## config.mk

```make
export PLATFORM = sky130hd
export DESIGN_NAME = fmc_cmd_decoder
export DESIGN_NICKNAME = d
export VERILOG_FILES = /design/src/design/fmc_pkg.sv /design/src/design/fmc_cmd_decoder.sv /design/src/design/fmc_stepper.sv
export SDC_FILE = /design/constraint.sdc
export NUM_CORES = 1
export LEC_CHECK = 0
export BUFFER_PORTS_ARGS = -buffer_cell sky130_fd_sc_hd__clkbuf_2
export CAP_MARGIN = 10
export CORE_ASPECT_RATIO = 1.25
export CORE_MARGIN = 2
export CORE_UTILIZATION = 51
export DETAILED_ROUTE_END_ITERATION = 16
export GPL_TIMING_DRIVEN = 0
export HOLD_SLACK_MARGIN = 0.15
export PLACE_DENSITY = 0.77
export SETUP_SLACK_MARGIN = 0.4
export SLEW_MARGIN = 20
export SYNTH_ARGS = -nofsm -noshare
export SYNTH_HDL_FRONTEND = slang
export SYNTH_SLANG_ARGS = --single-unit
```

## constraint.sdc

```tcl
create_clock -name i_sys_clk -period 2.6 [get_ports i_sys_clk]
set_input_delay 0.13 -clock i_sys_clk [delete_from_list [all_inputs] [get_ports i_sys_clk]]
set_output_delay 0.13 -clock i_sys_clk [all_outputs]
set_load 0.1 [all_outputs]
```

## src/design/fmc_pkg.sv

```systemverilog
package fmc_pkg;
	// Opcode patterns; masks strip the option bits carried in the opcode
	localparam logic [7:0] OP_REL_SEEK   = 8'h8f; // Bit 6 is direction
	localparam logic [7:0] MSK_REL_SEEK  = 8'hbf;
	localparam logic [7:0] OP_REG_DUMP   = 8'h0e;
	localparam logic [7:0] OP_READ_ID    = 8'h0a; // Bit 6 is density
	localparam logic [7:0] MSK_READ_ID   = 8'hbf;
	localparam logic [7:0] OP_PERP_MODE  = 8'h12;
	localparam logic [7:0] OP_LOCK       = 8'h14; // Bit 7 is lock value
	localparam logic [7:0] MSK_LOCK      = 8'h7f;
	// Opcode option, lock result and perpendicular setting bit positions
	localparam int         DIR_BIT       = 6;
	localparam int         LOCK_BIT      = 7;
	localparam int         LOCK_RES_BIT  = 4;
	localparam int         PERP_ZERO_BIT = 6;
	// Fixed result and reset values
	localparam logic [7:0] ST0_INVALID   = 8'h80;
	localparam logic [7:0] PERP_RST      = 8'h00;
	localparam logic [7:0] PCN_RST       = 8'h00;
	// Parameter byte counts and result lengths
	localparam logic [1:0] NPAR_REL_SEEK = 2'd2;
	localparam logic [1:0] NPAR_ONE      = 2'd1;
	localparam logic [3:0] NRES_DUMP     = 4'd10;
	localparam logic [3:0] NRES_READ_ID  = 4'd7;
	localparam logic [3:0] NRES_ONE      = 4'd1;
	// Spacing between head steps
	localparam int         CLK_NS        = 25;
	localparam int         STEP_GAP_NS   = 3000;
	localparam int         STEP_GAP_CYC  = (STEP_GAP_NS + CLK_NS - 1) / CLK_NS;
	localparam logic [7:0] STEP_GAP_CNT  = 8'(STEP_GAP_CYC);

	// Command kinds
	typedef enum logic [2:0] {
		FMC_K_NONE  = 3'd0,
		FMC_K_SEEK  = 3'd1,
		FMC_K_DUMP  = 3'd2,
		FMC_K_RDID  = 3'd3,
		FMC_K_PERP  = 3'd4,
		FMC_K_LOCK  = 3'd5,
		FMC_K_INVAL = 3'd6
	} fmc_kind_e;

	// Phases, Gray along idle-param-exec-result
	typedef enum logic [1:0] {
		FMC_S_IDLE   = 2'b00,
		FMC_S_PARAM  = 2'b01,
		FMC_S_EXEC   = 2'b11,
		FMC_S_RESULT = 2'b10
	} fmc_state_e;
endpackage : fmc_pkg

```

## src/design/fmc_cmd_decoder.sv

```systemverilog
`timescale 1ns/10ps
// Behaviour
// - Register dump returns parameters, no drive activity
// - Read ID reports first error-free ID field
// - Perpendicular mode takes one parameter byte
// - Invalid opcode: standby, result byte 80h
// - Lock result echoes lock bit at bit4
// - Dump shared byte holds sectors after format
// - Dump shared byte holds end-of-track after read/write
// - Command drive bits stay internal only
module fmc_cmd_decoder
	import fmc_pkg::*;
(
	input  wire logic       i_sys_clk,      // System clock
	input  wire logic       i_rst_n,        // Sync reset, active low
	input  wire logic       i_cmd_valid,    // Command byte offered
	input  wire logic [7:0] i_cmd_data,     // Command byte
	output logic            o_cmd_ready,    // Byte accepted
	input  wire logic       i_ext_claim,    // Opcode owned elsewhere
	output logic            o_res_valid,    // Result byte offered
	output logic [7:0]      o_res_data,     // Result byte
	input  wire logic       i_res_ready,    // Host takes result byte
	input  wire logic [3:0] i_step_rate_time,  // Specify setting
	input  wire logic [3:0] i_head_unload_time, // Specify setting
	input  wire logic [6:0] i_head_load_time,   // Specify setting
	input  wire logic       i_non_dma_select,   // Specify setting
	input  wire logic [7:0] i_sectors_per_cylinder, // Last format
	input  wire logic [7:0] i_end_of_track_sector,  // Last read/write
	input  wire logic       i_last_was_format,  // Format came last
	input  wire logic       i_implied_seek_enable, // Configure bit
	input  wire logic       i_fifo_disable_bit, // Configure bit
	input  wire logic       i_poll_disable,     // Configure bit
	input  wire logic [3:0] i_fifo_threshold,   // Configure field
	input  wire logic [7:0] i_precomp_start_track, // Configure field
	input  wire logic       i_pcn_load,     // Other seek updates cyl
	input  wire logic [1:0] i_pcn_drive,    // Drive of that update
	input  wire logic [7:0] i_pcn_value,    // New cylinder value
	output logic            o_step,         // Head step pulse
	output logic            o_step_dir,     // Step direction, 1 inward
	output logic            o_seek_done,    // Relative seek finished
	output logic            o_rdid_req,     // Ask ID reader to search
	output logic            o_rdid_head,    // Head for ID search
	output logic            o_rdid_dens,    // Density for ID search
	input  wire logic       i_id_valid,     // ID field found
	input  wire logic       i_id_crc_err,   // That field had an error
	input  wire logic       i_id_abort,     // Search gave up
	input  wire logic [7:0] i_id_st0,       // Status bytes of search
	input  wire logic [7:0] i_id_st1,       // Status byte 1
	input  wire logic [7:0] i_id_st2,       // Status byte 2
	input  wire logic [31:0] i_id_chrn,     // C,H,R,N high to low
	output logic            o_standby,      // Idle after invalid code
	output logic            o_lock,         // Lock setting
	output logic [7:0]      o_perp_mode     // Perpendicular setting
);
	fmc_state_e state_reg;
	fmc_kind_e  kind_reg;
	fmc_kind_e  kind_next;
	logic [1:0] npar_reg;
	logic [7:0] par_reg [2];
	logic [7:0] pcn_reg [4];
	logic [7:0] res_mem [NRES_DUMP];
	logic [3:0] res_len_reg;
	logic [3:0] res_idx_reg;
	logic       seek_start;
	logic       seek_done;
	logic [1:0] sel_drv;
	logic       take_cmd;
	logic       take_res;

	assign o_cmd_ready = (state_reg == FMC_S_IDLE)
		|| (state_reg == FMC_S_PARAM);
	assign take_cmd = i_cmd_valid && o_cmd_ready;
	assign take_res = o_res_valid && i_res_ready;
	// Drive bits only index internal state, never a pin
	assign sel_drv  = par_reg[0][1:0];

	// Opcode decode; neighbours' opcodes are left alone
	always_comb begin
		kind_next = FMC_K_INVAL;
		if ((i_cmd_data & MSK_REL_SEEK) == OP_REL_SEEK)
			kind_next = FMC_K_SEEK;
		else if (i_cmd_data == OP_REG_DUMP)
			kind_next = FMC_K_DUMP;
		else if ((i_cmd_data & MSK_READ_ID) == OP_READ_ID)
			kind_next = FMC_K_RDID;
		else if (i_cmd_data == OP_PERP_MODE)
			kind_next = FMC_K_PERP;
		else if ((i_cmd_data & MSK_LOCK) == OP_LOCK)
			kind_next = FMC_K_LOCK;
		else if (i_ext_claim)
			kind_next = FMC_K_NONE;
	end

	// Phase sequencer
	always_ff @(posedge i_sys_clk) begin
		if (!i_rst_n) begin
			state_reg <= FMC_S_IDLE;
			kind_reg  <= FMC_K_NONE;
			npar_reg  <= 2'd0;
		end else begin
			unique case (state_reg)
			FMC_S_IDLE: if (take_cmd) begin
				kind_reg <= kind_next;
				unique case (kind_next)
				FMC_K_SEEK: begin
					npar_reg  <= NPAR_REL_SEEK;
					state_reg <= FMC_S_PARAM;
				end
				FMC_K_RDID, FMC_K_PERP: begin
					npar_reg  <= NPAR_ONE;
					state_reg <= FMC_S_PARAM;
				end
				FMC_K_NONE: state_reg <= FMC_S_IDLE;
				default:    state_reg <= FMC_S_EXEC;
				endcase
			end
			FMC_S_PARAM: if (take_cmd) begin
				npar_reg <= npar_reg - 2'd1;
				if (npar_reg == 2'd1)
					state_reg <= FMC_S_EXEC;
			end
			FMC_S_EXEC: begin
				if (kind_reg == FMC_K_PERP)
					state_reg <= FMC_S_IDLE;
				else if (kind_reg == FMC_K_SEEK) begin
					if (seek_done)
						state_reg <= FMC_S_IDLE;
				end else if (kind_reg == FMC_K_RDID) begin
					if ((i_id_valid && !i_id_crc_err) || i_id_abort)
						state_reg <= FMC_S_RESULT;
				end else
					state_reg <= FMC_S_RESULT;
			end
			FMC_S_RESULT: if (take_res && res_idx_reg == res_len_reg - 4'd1)
				state_reg <= FMC_S_IDLE;
			endcase
		end
	end

	// Parameter bytes land in order
	always_ff @(posedge i_sys_clk) begin
		if (!i_rst_n) begin
			par_reg[0] <= 8'h00;
			par_reg[1] <= 8'h00;
		end else if (take_cmd && state_reg == FMC_S_PARAM) begin
			if (npar_reg == 2'd2 || kind_reg != FMC_K_SEEK)
				par_reg[0] <= i_cmd_data;
			else
				par_reg[1] <= i_cmd_data;
		end
	end

	// Opcode option bits kept for execution
	logic dir_reg;
	logic dens_reg;
	always_ff @(posedge i_sys_clk) begin
		if (!i_rst_n) begin
			dir_reg  <= 1'b0;
			dens_reg <= 1'b0;
			o_lock   <= 1'b0;
		end else if (take_cmd && state_reg == FMC_S_IDLE) begin
			dir_reg  <= i_cmd_data[DIR_BIT];
			dens_reg <= i_cmd_data[DIR_BIT];
			if (kind_next == FMC_K_LOCK)
				o_lock <= i_cmd_data[LOCK_BIT];
		end
	end

	// Perpendicular setting; bit 6 forced zero
	always_ff @(posedge i_sys_clk) begin
		if (!i_rst_n)
			o_perp_mode <= PERP_RST;
		else if (state_reg == FMC_S_EXEC && kind_reg == FMC_K_PERP) begin
			o_perp_mode <= par_reg[0];
			o_perp_mode[PERP_ZERO_BIT] <= 1'b0;
		end
	end

	// Standby after an invalid code, left on the next byte
	always_ff @(posedge i_sys_clk) begin
		if (!i_rst_n)
			o_standby <= 1'b0;
		else if (take_cmd)
			o_standby <= (state_reg == FMC_S_IDLE)
				&& (kind_next == FMC_K_INVAL);
	end

	// Step burst; drive pin selection stays with the host
	// Start drops once done shows, else a second burst would follow
	assign seek_start = (state_reg == FMC_S_EXEC)
		&& (kind_reg == FMC_K_SEEK) && !seek_done;
	assign o_step_dir = dir_reg;
	assign o_seek_done = seek_done;
	fmc_stepper u_step (
		.i_sys_clk (i_sys_clk),
		.i_rst_n   (i_rst_n),
		.i_start   (seek_start),
		.i_count   (par_reg[1]),
		.o_step    (o_step),
		.o_done    (seek_done)
	);

	// Present cylinders; relative seek wins over a same-cycle load
	always_ff @(posedge i_sys_clk) begin
		if (!i_rst_n) begin
			for (int d = 0; d < 4; d++)
				pcn_reg[d] <= PCN_RST;
		end else if (seek_done) begin
			if (dir_reg)
				pcn_reg[sel_drv] <= pcn_reg[sel_drv] + par_reg[1];
			else
				pcn_reg[sel_drv] <= pcn_reg[sel_drv] - par_reg[1];
		end else if (i_pcn_load)
			pcn_reg[i_pcn_drive] <= i_pcn_value;
	end

	// ID search request; the reader owns drive activity
	assign o_rdid_req  = (state_reg == FMC_S_EXEC) && (kind_reg == FMC_K_RDID);
	assign o_rdid_head = par_reg[0][2];
	assign o_rdid_dens = dens_reg;

	// Result snapshot taken as execution ends
	always_ff @(posedge i_sys_clk) begin
		if (!i_rst_n) begin
			res_len_reg <= NRES_ONE;
			for (int i = 0; i < NRES_DUMP; i++)
				res_mem[i] <= 8'h00;
		end else if (state_reg == FMC_S_EXEC) begin
			unique case (kind_reg)
			FMC_K_DUMP: begin
				res_len_reg <= NRES_DUMP;
				for (int d = 0; d < 4; d++)
					res_mem[d] <= pcn_reg[d];
				res_mem[4] <= {i_step_rate_time, i_head_unload_time};
				res_mem[5] <= {i_head_load_time, i_non_dma_select};
				res_mem[6] <= i_last_was_format ? i_sectors_per_cylinder
					: i_end_of_track_sector;
				res_mem[7] <= {o_lock, 1'b0, o_perp_mode[5:0]};
				res_mem[8] <= {1'b0, i_implied_seek_enable,
					i_fifo_disable_bit, i_poll_disable, i_fifo_threshold};
				res_mem[9] <= i_precomp_start_track;
			end
			FMC_K_RDID: begin
				res_len_reg <= NRES_READ_ID;
				res_mem[0]  <= i_id_st0;
				res_mem[1]  <= i_id_st1;
				res_mem[2]  <= i_id_st2;
				for (int b = 0; b < 4; b++)
					res_mem[3 + b] <= i_id_chrn[31 - 8 * b -: 8];
			end
			FMC_K_LOCK: begin
				res_len_reg <= NRES_ONE;
				res_mem[0]  <= 8'h00;
				res_mem[0][LOCK_RES_BIT] <= o_lock;
			end
			FMC_K_INVAL: begin
				res_len_reg <= NRES_ONE;
				res_mem[0]  <= ST0_INVALID;
			end
			default: res_len_reg <= res_len_reg;
			endcase
		end
	end

	// Result bytes, one bubble cycle between bytes
	always_ff @(posedge i_sys_clk) begin
		if (!i_rst_n) begin
			o_res_valid <= 1'b0;
			o_res_data  <= 8'h00;
			res_idx_reg <= 4'd0;
		end else if (state_reg != FMC_S_RESULT) begin
			o_res_valid <= 1'b0;
			res_idx_reg <= 4'd0;
		end else if (take_res) begin
			o_res_valid <= 1'b0;
			res_idx_reg <= res_idx_reg + 4'd1;
		end else if (!o_res_valid) begin
			o_res_valid <= 1'b1;
			o_res_data  <= res_mem[res_idx_reg];
		end
	end

	AST_SEEK_ENTERS_PARAM: assert property (@(posedge i_sys_clk)
		disable iff (!i_rst_n)
		(state_reg == FMC_S_IDLE && take_cmd
			&& (i_cmd_data & MSK_REL_SEEK) == OP_REL_SEEK)
		|=> state_reg == FMC_S_PARAM && npar_reg == 2'd2)
		else $error("relative seek did not wait for two bytes");
	AST_DUMP_NO_STEP: assert property (@(posedge i_sys_clk)
		disable iff (!i_rst_n)
		kind_reg == FMC_K_DUMP && state_reg == FMC_S_EXEC
		|=> !o_step && !o_rdid_req && state_reg == FMC_S_RESULT)
		else $error("register dump caused drive activity");
	AST_RDID_CRC_SKIP: assert property (@(posedge i_sys_clk)
		disable iff (!i_rst_n)
		o_rdid_req && i_id_valid && i_id_crc_err && !i_id_abort
		|=> o_rdid_req)
		else $error("read id accepted a field with an error");
	AST_PERP_BIT6: assert property (@(posedge i_sys_clk)
		disable iff (!i_rst_n)
		!o_perp_mode[PERP_ZERO_BIT])
		else $error("perpendicular bit 6 not zero");
	AST_INVALID_RES: assert property (@(posedge i_sys_clk)
		disable iff (!i_rst_n)
		o_res_valid && kind_reg == FMC_K_INVAL
		|-> o_res_data == ST0_INVALID && o_standby)
		else $error("invalid opcode result not 80h");
	AST_LOCK_RES: assert property (@(posedge i_sys_clk)
		disable iff (!i_rst_n)
		o_res_valid && kind_reg == FMC_K_LOCK
		|-> o_res_data == {3'b000, o_lock, 4'h0})
		else $error("lock result wrong");
	AST_DUMP_LEN: assert property (@(posedge i_sys_clk)
		disable iff (!i_rst_n)
		take_res && kind_reg == FMC_K_DUMP && res_idx_reg == 4'd9
		|=> state_reg == FMC_S_IDLE)
		else $error("dump result length not ten");
	AST_SHARED_BYTE: assert property (@(posedge i_sys_clk)
		disable iff (!i_rst_n)
		state_reg == FMC_S_EXEC && kind_reg == FMC_K_DUMP
		|=> res_mem[6] == ($past(i_last_was_format)
			? $past(i_sectors_per_cylinder)
			: $past(i_end_of_track_sector)))
		else $error("shared dump byte wrong");
	AST_SEEK_PCN: assert property (@(posedge i_sys_clk)
		disable iff (!i_rst_n)
		seek_done |=> pcn_reg[sel_drv] == ($past(dir_reg)
			? $past(pcn_reg[sel_drv]) + $past(par_reg[1])
			: $past(pcn_reg[sel_drv]) - $past(par_reg[1])))
		else $error("present cylinder not updated by seek");
	AST_STEP_ONLY_SEEK: assert property (@(posedge i_sys_clk)
		disable iff (!i_rst_n)
		o_step |-> state_reg == FMC_S_EXEC && kind_reg == FMC_K_SEEK)
		else $error("head step outside a relative seek");

	COV_SEEK: cover property (@(posedge i_sys_clk) seek_done);
	COV_DUMP: cover property (@(posedge i_sys_clk)
		take_res && kind_reg == FMC_K_DUMP && res_idx_reg == 4'd9);
	COV_RDID: cover property (@(posedge i_sys_clk)
		o_rdid_req && i_id_valid && !i_id_crc_err);
	COV_INVAL: cover property (@(posedge i_sys_clk)
		o_res_valid && kind_reg == FMC_K_INVAL);
endmodule : fmc_cmd_decoder

```

## src/design/fmc_stepper.sv

```systemverilog
`timescale 1ns/10ps
module fmc_stepper
	import fmc_pkg::*;
(
	input  wire logic       i_sys_clk, // System clock
	input  wire logic       i_rst_n,   // Sync reset, active low
	input  wire logic       i_start,   // Start a step burst
	input  wire logic [7:0] i_count,   // Steps to issue
	output logic            o_step,    // One-cycle step pulse
	output logic            o_done     // One-cycle burst end
);
	logic [7:0] left_reg;
	logic [7:0] gap_reg;
	logic       busy_reg;

	// Burst sequencer; a zero count ends at once
	always_ff @(posedge i_sys_clk) begin
		if (!i_rst_n) begin
			left_reg <= 8'h00;
			gap_reg  <= 8'h00;
			busy_reg <= 1'b0;
			o_step   <= 1'b0;
			o_done   <= 1'b0;
		end else begin
			o_step <= 1'b0;
			o_done <= 1'b0;
			if (i_start && !busy_reg) begin
				left_reg <= i_count;
				gap_reg  <= 8'h00;
				busy_reg <= 1'b1;
			end else if (busy_reg) begin
				if (gap_reg != 8'h00) begin
					gap_reg <= gap_reg - 8'h01;
				end else if (left_reg == 8'h00) begin
					busy_reg <= 1'b0;
					o_done   <= 1'b1;
				end else begin
					// Spacing keeps the drive within its step rate
					o_step   <= 1'b1;
					left_reg <= left_reg - 8'h01;
					gap_reg  <= STEP_GAP_CNT;
				end
			end
		end
	end
endmodule : fmc_stepper

```

Word level (Yosys, flattened, before mapping)
Memories as Yosys holds them, arrays and structs flattened. A register that Yosys moved wholly into a read port is not among the register bits.
Cells that the tools add are included.
- latch bits: 0
- memory bits (writable): 128
- logic and storage cells: 234
- output and inout port bits: 26
- ROM bits: 0
- bits of input ports: 131
- memories kept: 3
- bits in registers: 45
- reductions and logical operators: 42
- magnitude comparators: 0
- bitwise logic cells: 30
- mux-type cells: 103
- divide/modulo/power cells: 0
- add/subtract/negate cells: 7
- equal/unequal tests: 34
- multipliers: 0
- shifts and indexed selects: 0
- memory list (memory ; depth ; bits a word ; rd ports ; clocked after memory_dff ; wr ports ; line ; RTL):
    res_mem ; 10 ; 8 ; 1 ; 1 ; 10 ; fmc_cmd_decoder.sv:61 ; logic [7:0] res_mem [NRES_DUMP];
    pcn_reg ; 4 ; 8 ; 5 ; 0 ; 4 ; fmc_cmd_decoder.sv:60 ; logic [7:0] pcn_reg [4];
    par_reg ; 2 ; 8 ; 2 ; 0 ; 2 ; fmc_cmd_decoder.sv:59 ; logic [7:0] par_reg [2];
- operator list (operator ; number):
    $mux W8 ; 30
    $mux W1 ; 47
    $mux W2 ; 13
    $or A1 B1 Y1 ; 25
    $mux W3 ; 7
    $eq A3 B3 Y1 const B ; 6
    $reduce_or A8 Y1 ; 2
    $sub A8 B1 Y8 const B ; 2
    $logic_and A1 B1 Y1 ; 12
    $pmux W2 S2 ; 3
    $pmux W4 S3 ; 1
    $eq A3 B2 Y1 const B ; 3
    $add A8 B8 Y8 ; 1
    $eq A8 B4 Y1 const B ; 1
    $eq A8 B5 Y1 const B ; 1
    $logic_not A8 Y1 ; 1
    $ne A2 B1 Y1 const B ; 4
    $ne A2 B2 Y1 const B ; 4
    $pmux W2 S4 ; 1
    $reduce_and A2 Y1 ; 4
    $reduce_bool A8 Y1 ; 1
    $reduce_or A2 Y1 ; 4
    $sub A8 B8 Y8 ; 1
    $eq A7 B4 Y1 const B ; 1
    other kinds (25) ; 41

Longest topological paths before layout
- word-level depth: 11
- mapped depth: 12
- mapped depth without buffers: 11

Hierarchy
From an unflattened synthesis, not the netlist that was laid out.
- cell total of the unflattened synthesis: 811
- area, all modules: 9207.6 µm²
- by module, submodules not included (module ; sequential area each (µm²) ; area each (µm²) ; cells an instance ; instances):
    fmc_cmd_decoder ; 4434.3 ; 8036.5 ; 673 ; 1
    fmc_stepper ; 380.4 ; 1171.1 ; 138 ; 1

Worst setup path before layout
No wires, ideal clock.
- path kind: reg-to-reg
- start point: register u_step.o_done
- end point: memory pcn_reg[0][5], data pin
- setup slack: -0.932 ns
- data arrival time: 3.267 ns
- period minus slack after synthesis: 3.532 ns
- path buffers: 2
- stages on the path, launching flop included: 13
- library setup time: 0.266 ns
- cells stage by stage: dfxtp_1 clkbuf_1 and3b_1 clkbuf_1 mux2_2 inv_1 ha_1 nor2b_1 o31a_1 o21ai_0 nand3_1 a32oi_1 nor2_1
- RTL lines (what ; line ; RTL):
    start: declaration ; fmc_stepper.sv:10 ; output logic o_done
    start signal: assignment ; fmc_stepper.sv:23 ; o_done <= 1'b0;
    start signal: assignment ; fmc_stepper.sv:26 ; o_done <= 1'b0;
    start signal: assignment ; fmc_stepper.sv:36 ; o_done <= 1'b1;
    end: declaration ; fmc_cmd_decoder.sv:60 ;

==> metrics.csv <==
metric,value,unit
final_common_cell,clkbuf_2,
synth_fp_nets,927,
overflow,0,
ys_ff_latch,178,
initial_utilization,52.34,%
hpwlAfterDp,17.44,mm
largest_reg_flops,78,
period_share,108.2,%
whs_path_depth,3,
gp_congestion,0.8837,
insertion_delay,0.44,ns
core_area,16840,µm²
finish.net_count,1246,
finalCriticalPeriod,2.813,ns
fmax,355.5,MHz
worst_slew_pin_slew,0.8747,ns
power_density,544.8,nW/µm²
drtIter0Drc,962,
slew_violations,0,
finalHoldViolCount,0,
layout_common_cells,"clkbuf_2, edfxtp_1, dlygate4sd3_1",
synthCells,780,
ys_warn_count,0,
drcViolationCount,0,
worst_setup_path_end_kind,flop,
path_class,flop to flop,
worstPathArrival,2.99,ns
wl,30.01,mm
cts-root-buf,clkbuf_16,
vias_per_cell,5.984,
hold-path-endpoint,res_mem[0][7],
reg2reg_from,par_reg[0][8],
finalSetupTns,-1.596,ns
ios,157,
hp-start,i_id_st0[7],
status,finished with violations,
cts-htree-levels,4,
ant_nets,0,
antenna_found_initial,1,
syn_avg_cell_area,11.30,µm²
skew,0.01009,ns
violations,setup timing,
numCtsBuffers,17,
yosysSeqAreaShare,54.61,%
cts.path.max_buffers,2,
fp.dieH,151.0,µm
finalPower,6.825,mW
ys_types,63,
r2r_end,pcn_reg[0][5],
synth_area,8816,µm²
relSlewSlack,41.47,%
vias,7982,
layout-drive-gt1-share,31.92,%
cts_tree,built,
die_area,18360,µm²
fin_ws,-0.2131,ns
critPathMaxFanout,4,
hp-class,input port to flop,
finalCoreUtilization,74.37,%
first_global_vias,7890,
maxCapViolCount,0,
setup_viol,18,
rows,53,
startpoint_type,flop,
synth_edf_count,125,
die_x,121.6,µm
syn_to_final_growth,42.09,%
grt_max_degree,49,
p_leak,4.912,nW
firstDrtPassIters,5,
wl_per_cell,22.49,µm
rsz0062_at_grt,true,
async_flop_share,0,%
grtUsageTotal,30.71,%
clock-sinks,178,
grt_pass1_wl,42.01,mm
synth_ff_type,edfxtp_1,
clk_pin_slew,0.07,ns
peakVddDrop,0.0004504,V
worstPathRequired,2.78,ns
io_buffers,154,
r2r_cells,11,
reg2reg_slack,-0.21,ns
-- critical path, cell delays in order, from the launching register on --
cell	delay, ns
edfxtp_1	0.51
inv_2	0.12
ha_4	0.20
mux2_4	0.29
inv_2	0.07
ha_4	0.19
nor2b_4	0.12
o31a_1	0.29
o21ai_2	0.19
nand3_1	0.12
a32oi_2	0.35
nor2_1	0.11
-- cell usage after synthesis, drive strengths merged, types with 5 or more instances --
master | instances | area, µm²
a211oi | 10 | 75.07
nand2b | 12 | 75.07
o211ai | 8 | 60.06
nor2b | 6 | 37.54
o22ai | 7 | 43.79
dfxtp | 53 | 1061
mux2i | 23 | 230.2
and2 | 32 | 200.2
edfxtp | 125 | 3754
nand3 | 15 | 75.07
nor2 | 80 | 300.3
a21oi | 36 | 180.2
xnor2 | 20 | 175.2
ha | 15 | 187.7
xor2 | 8 | 70.07
o21ai | 33 | 165.2
a22oi | 5 | 37.54
a22o | 46 | 402.9
inv | 31 | 116.4
clkbuf | 42 | 157.7
nand2 | 55 | 206.5
nor3 | 23 | 115.1
buf | 8 | 46.28
mux4 | 23 | 518.0
-- worst max path at each step --
stage	startpoint	slack, ns	cells after the start	end
3_5_place_dp	par_reg[0][1]	-0.50	11	pcn_reg[0][6]
2_1_floorplan	u_step.o_done	-0.18	12	pcn_reg[1][5]
4_1_cts	u_step.gap_reg[3]	-0.09	8	u_step.left_reg[3]
5_1_grt	par_reg[0][9]	-0.27	11	pcn_reg[1][5]
3_3_place_gp	par_reg[0][1]	-0.46	11	pcn_reg[1][6]
6_report	par_reg[0][8]	-0.21	11	pcn_reg[0][5]
-- report_power, final --
group	internal, mW	switching, mW	leakage, nW
clock	1.45	1.20	0.288
combinational	0.437	0.537	2.90
sequential	3.13	0.0720	1.73
total	5.01	1.81	4.91
-- cells by family (layout without fill, tap and decap cells) --
| kind of cell | Yosys count | after routing | synth area share [%] |
|---|---|---|---|
| flops | 178 | 178 | 54.61 |
| xor+xnor | 28 | 28 | 2.782 |
| mux | 50 | 50 | 8.998 |
| buf+inv | 82 | 413 | 3.676 |
| other cells | 1 | 3 | 0.04254 |
| simple gates | 249 | 249 | 13.71 |
| fa+ha+maj | 16 | 16 | 2.356 |
| compound gates | 176 | 177 | 13.82 |
-- metal layers --
metal | part of all wire [%] | global-route usage [%]
met1 | 33 | 33.18
met2 | 52 | 55.06
met3 | 8.4 | 6.325
met4 | 5.6 | 18.68
met5 | 0 | 0
-- through the flow --
| stage | setup WS [ns] | area, µm² | hold WS [ns] | instances |
|---|---|---|---|---|
| final | -0.2131 | 12530 | 0.1275 | 1334 |
| after global routing | -0.2689 | 12520 | 0.1548 | 1333 |
| after CTS | -0.09250 | 12050 | 0.1527 | 1318 |
| after detailed placement | -0.5005 | 9991 | 0.4082 | 1155 |
| after global placement | -0.4560 | 9983 | 0.4077 | 1154 |
| after floorplan | -0.1800 | 8937 | 0.2727 | 780 |
-- cell type report --
type,count,area (µm²)
multi-input cells,521,4187
inverters,32,120.1
clock buffers,17,425.4
diodes,2,5.005
fillers,1029,4317
well taps,220,275.3
flip-flops and latches,178,4826
plain buffers,50,296.5
clock inverters,15,170.2
repair buffers,299,2222
-- timing repair --
item	in CTS	in global routing
resized for setup	60	85
pin swaps	24	27
setup buffers	16	13
endpoints found under the hold margin	120	0
setup endpoints to repair	217	141
hold buffers	115	0
cloned	0	1
Power figures use the tool's default switching activity.
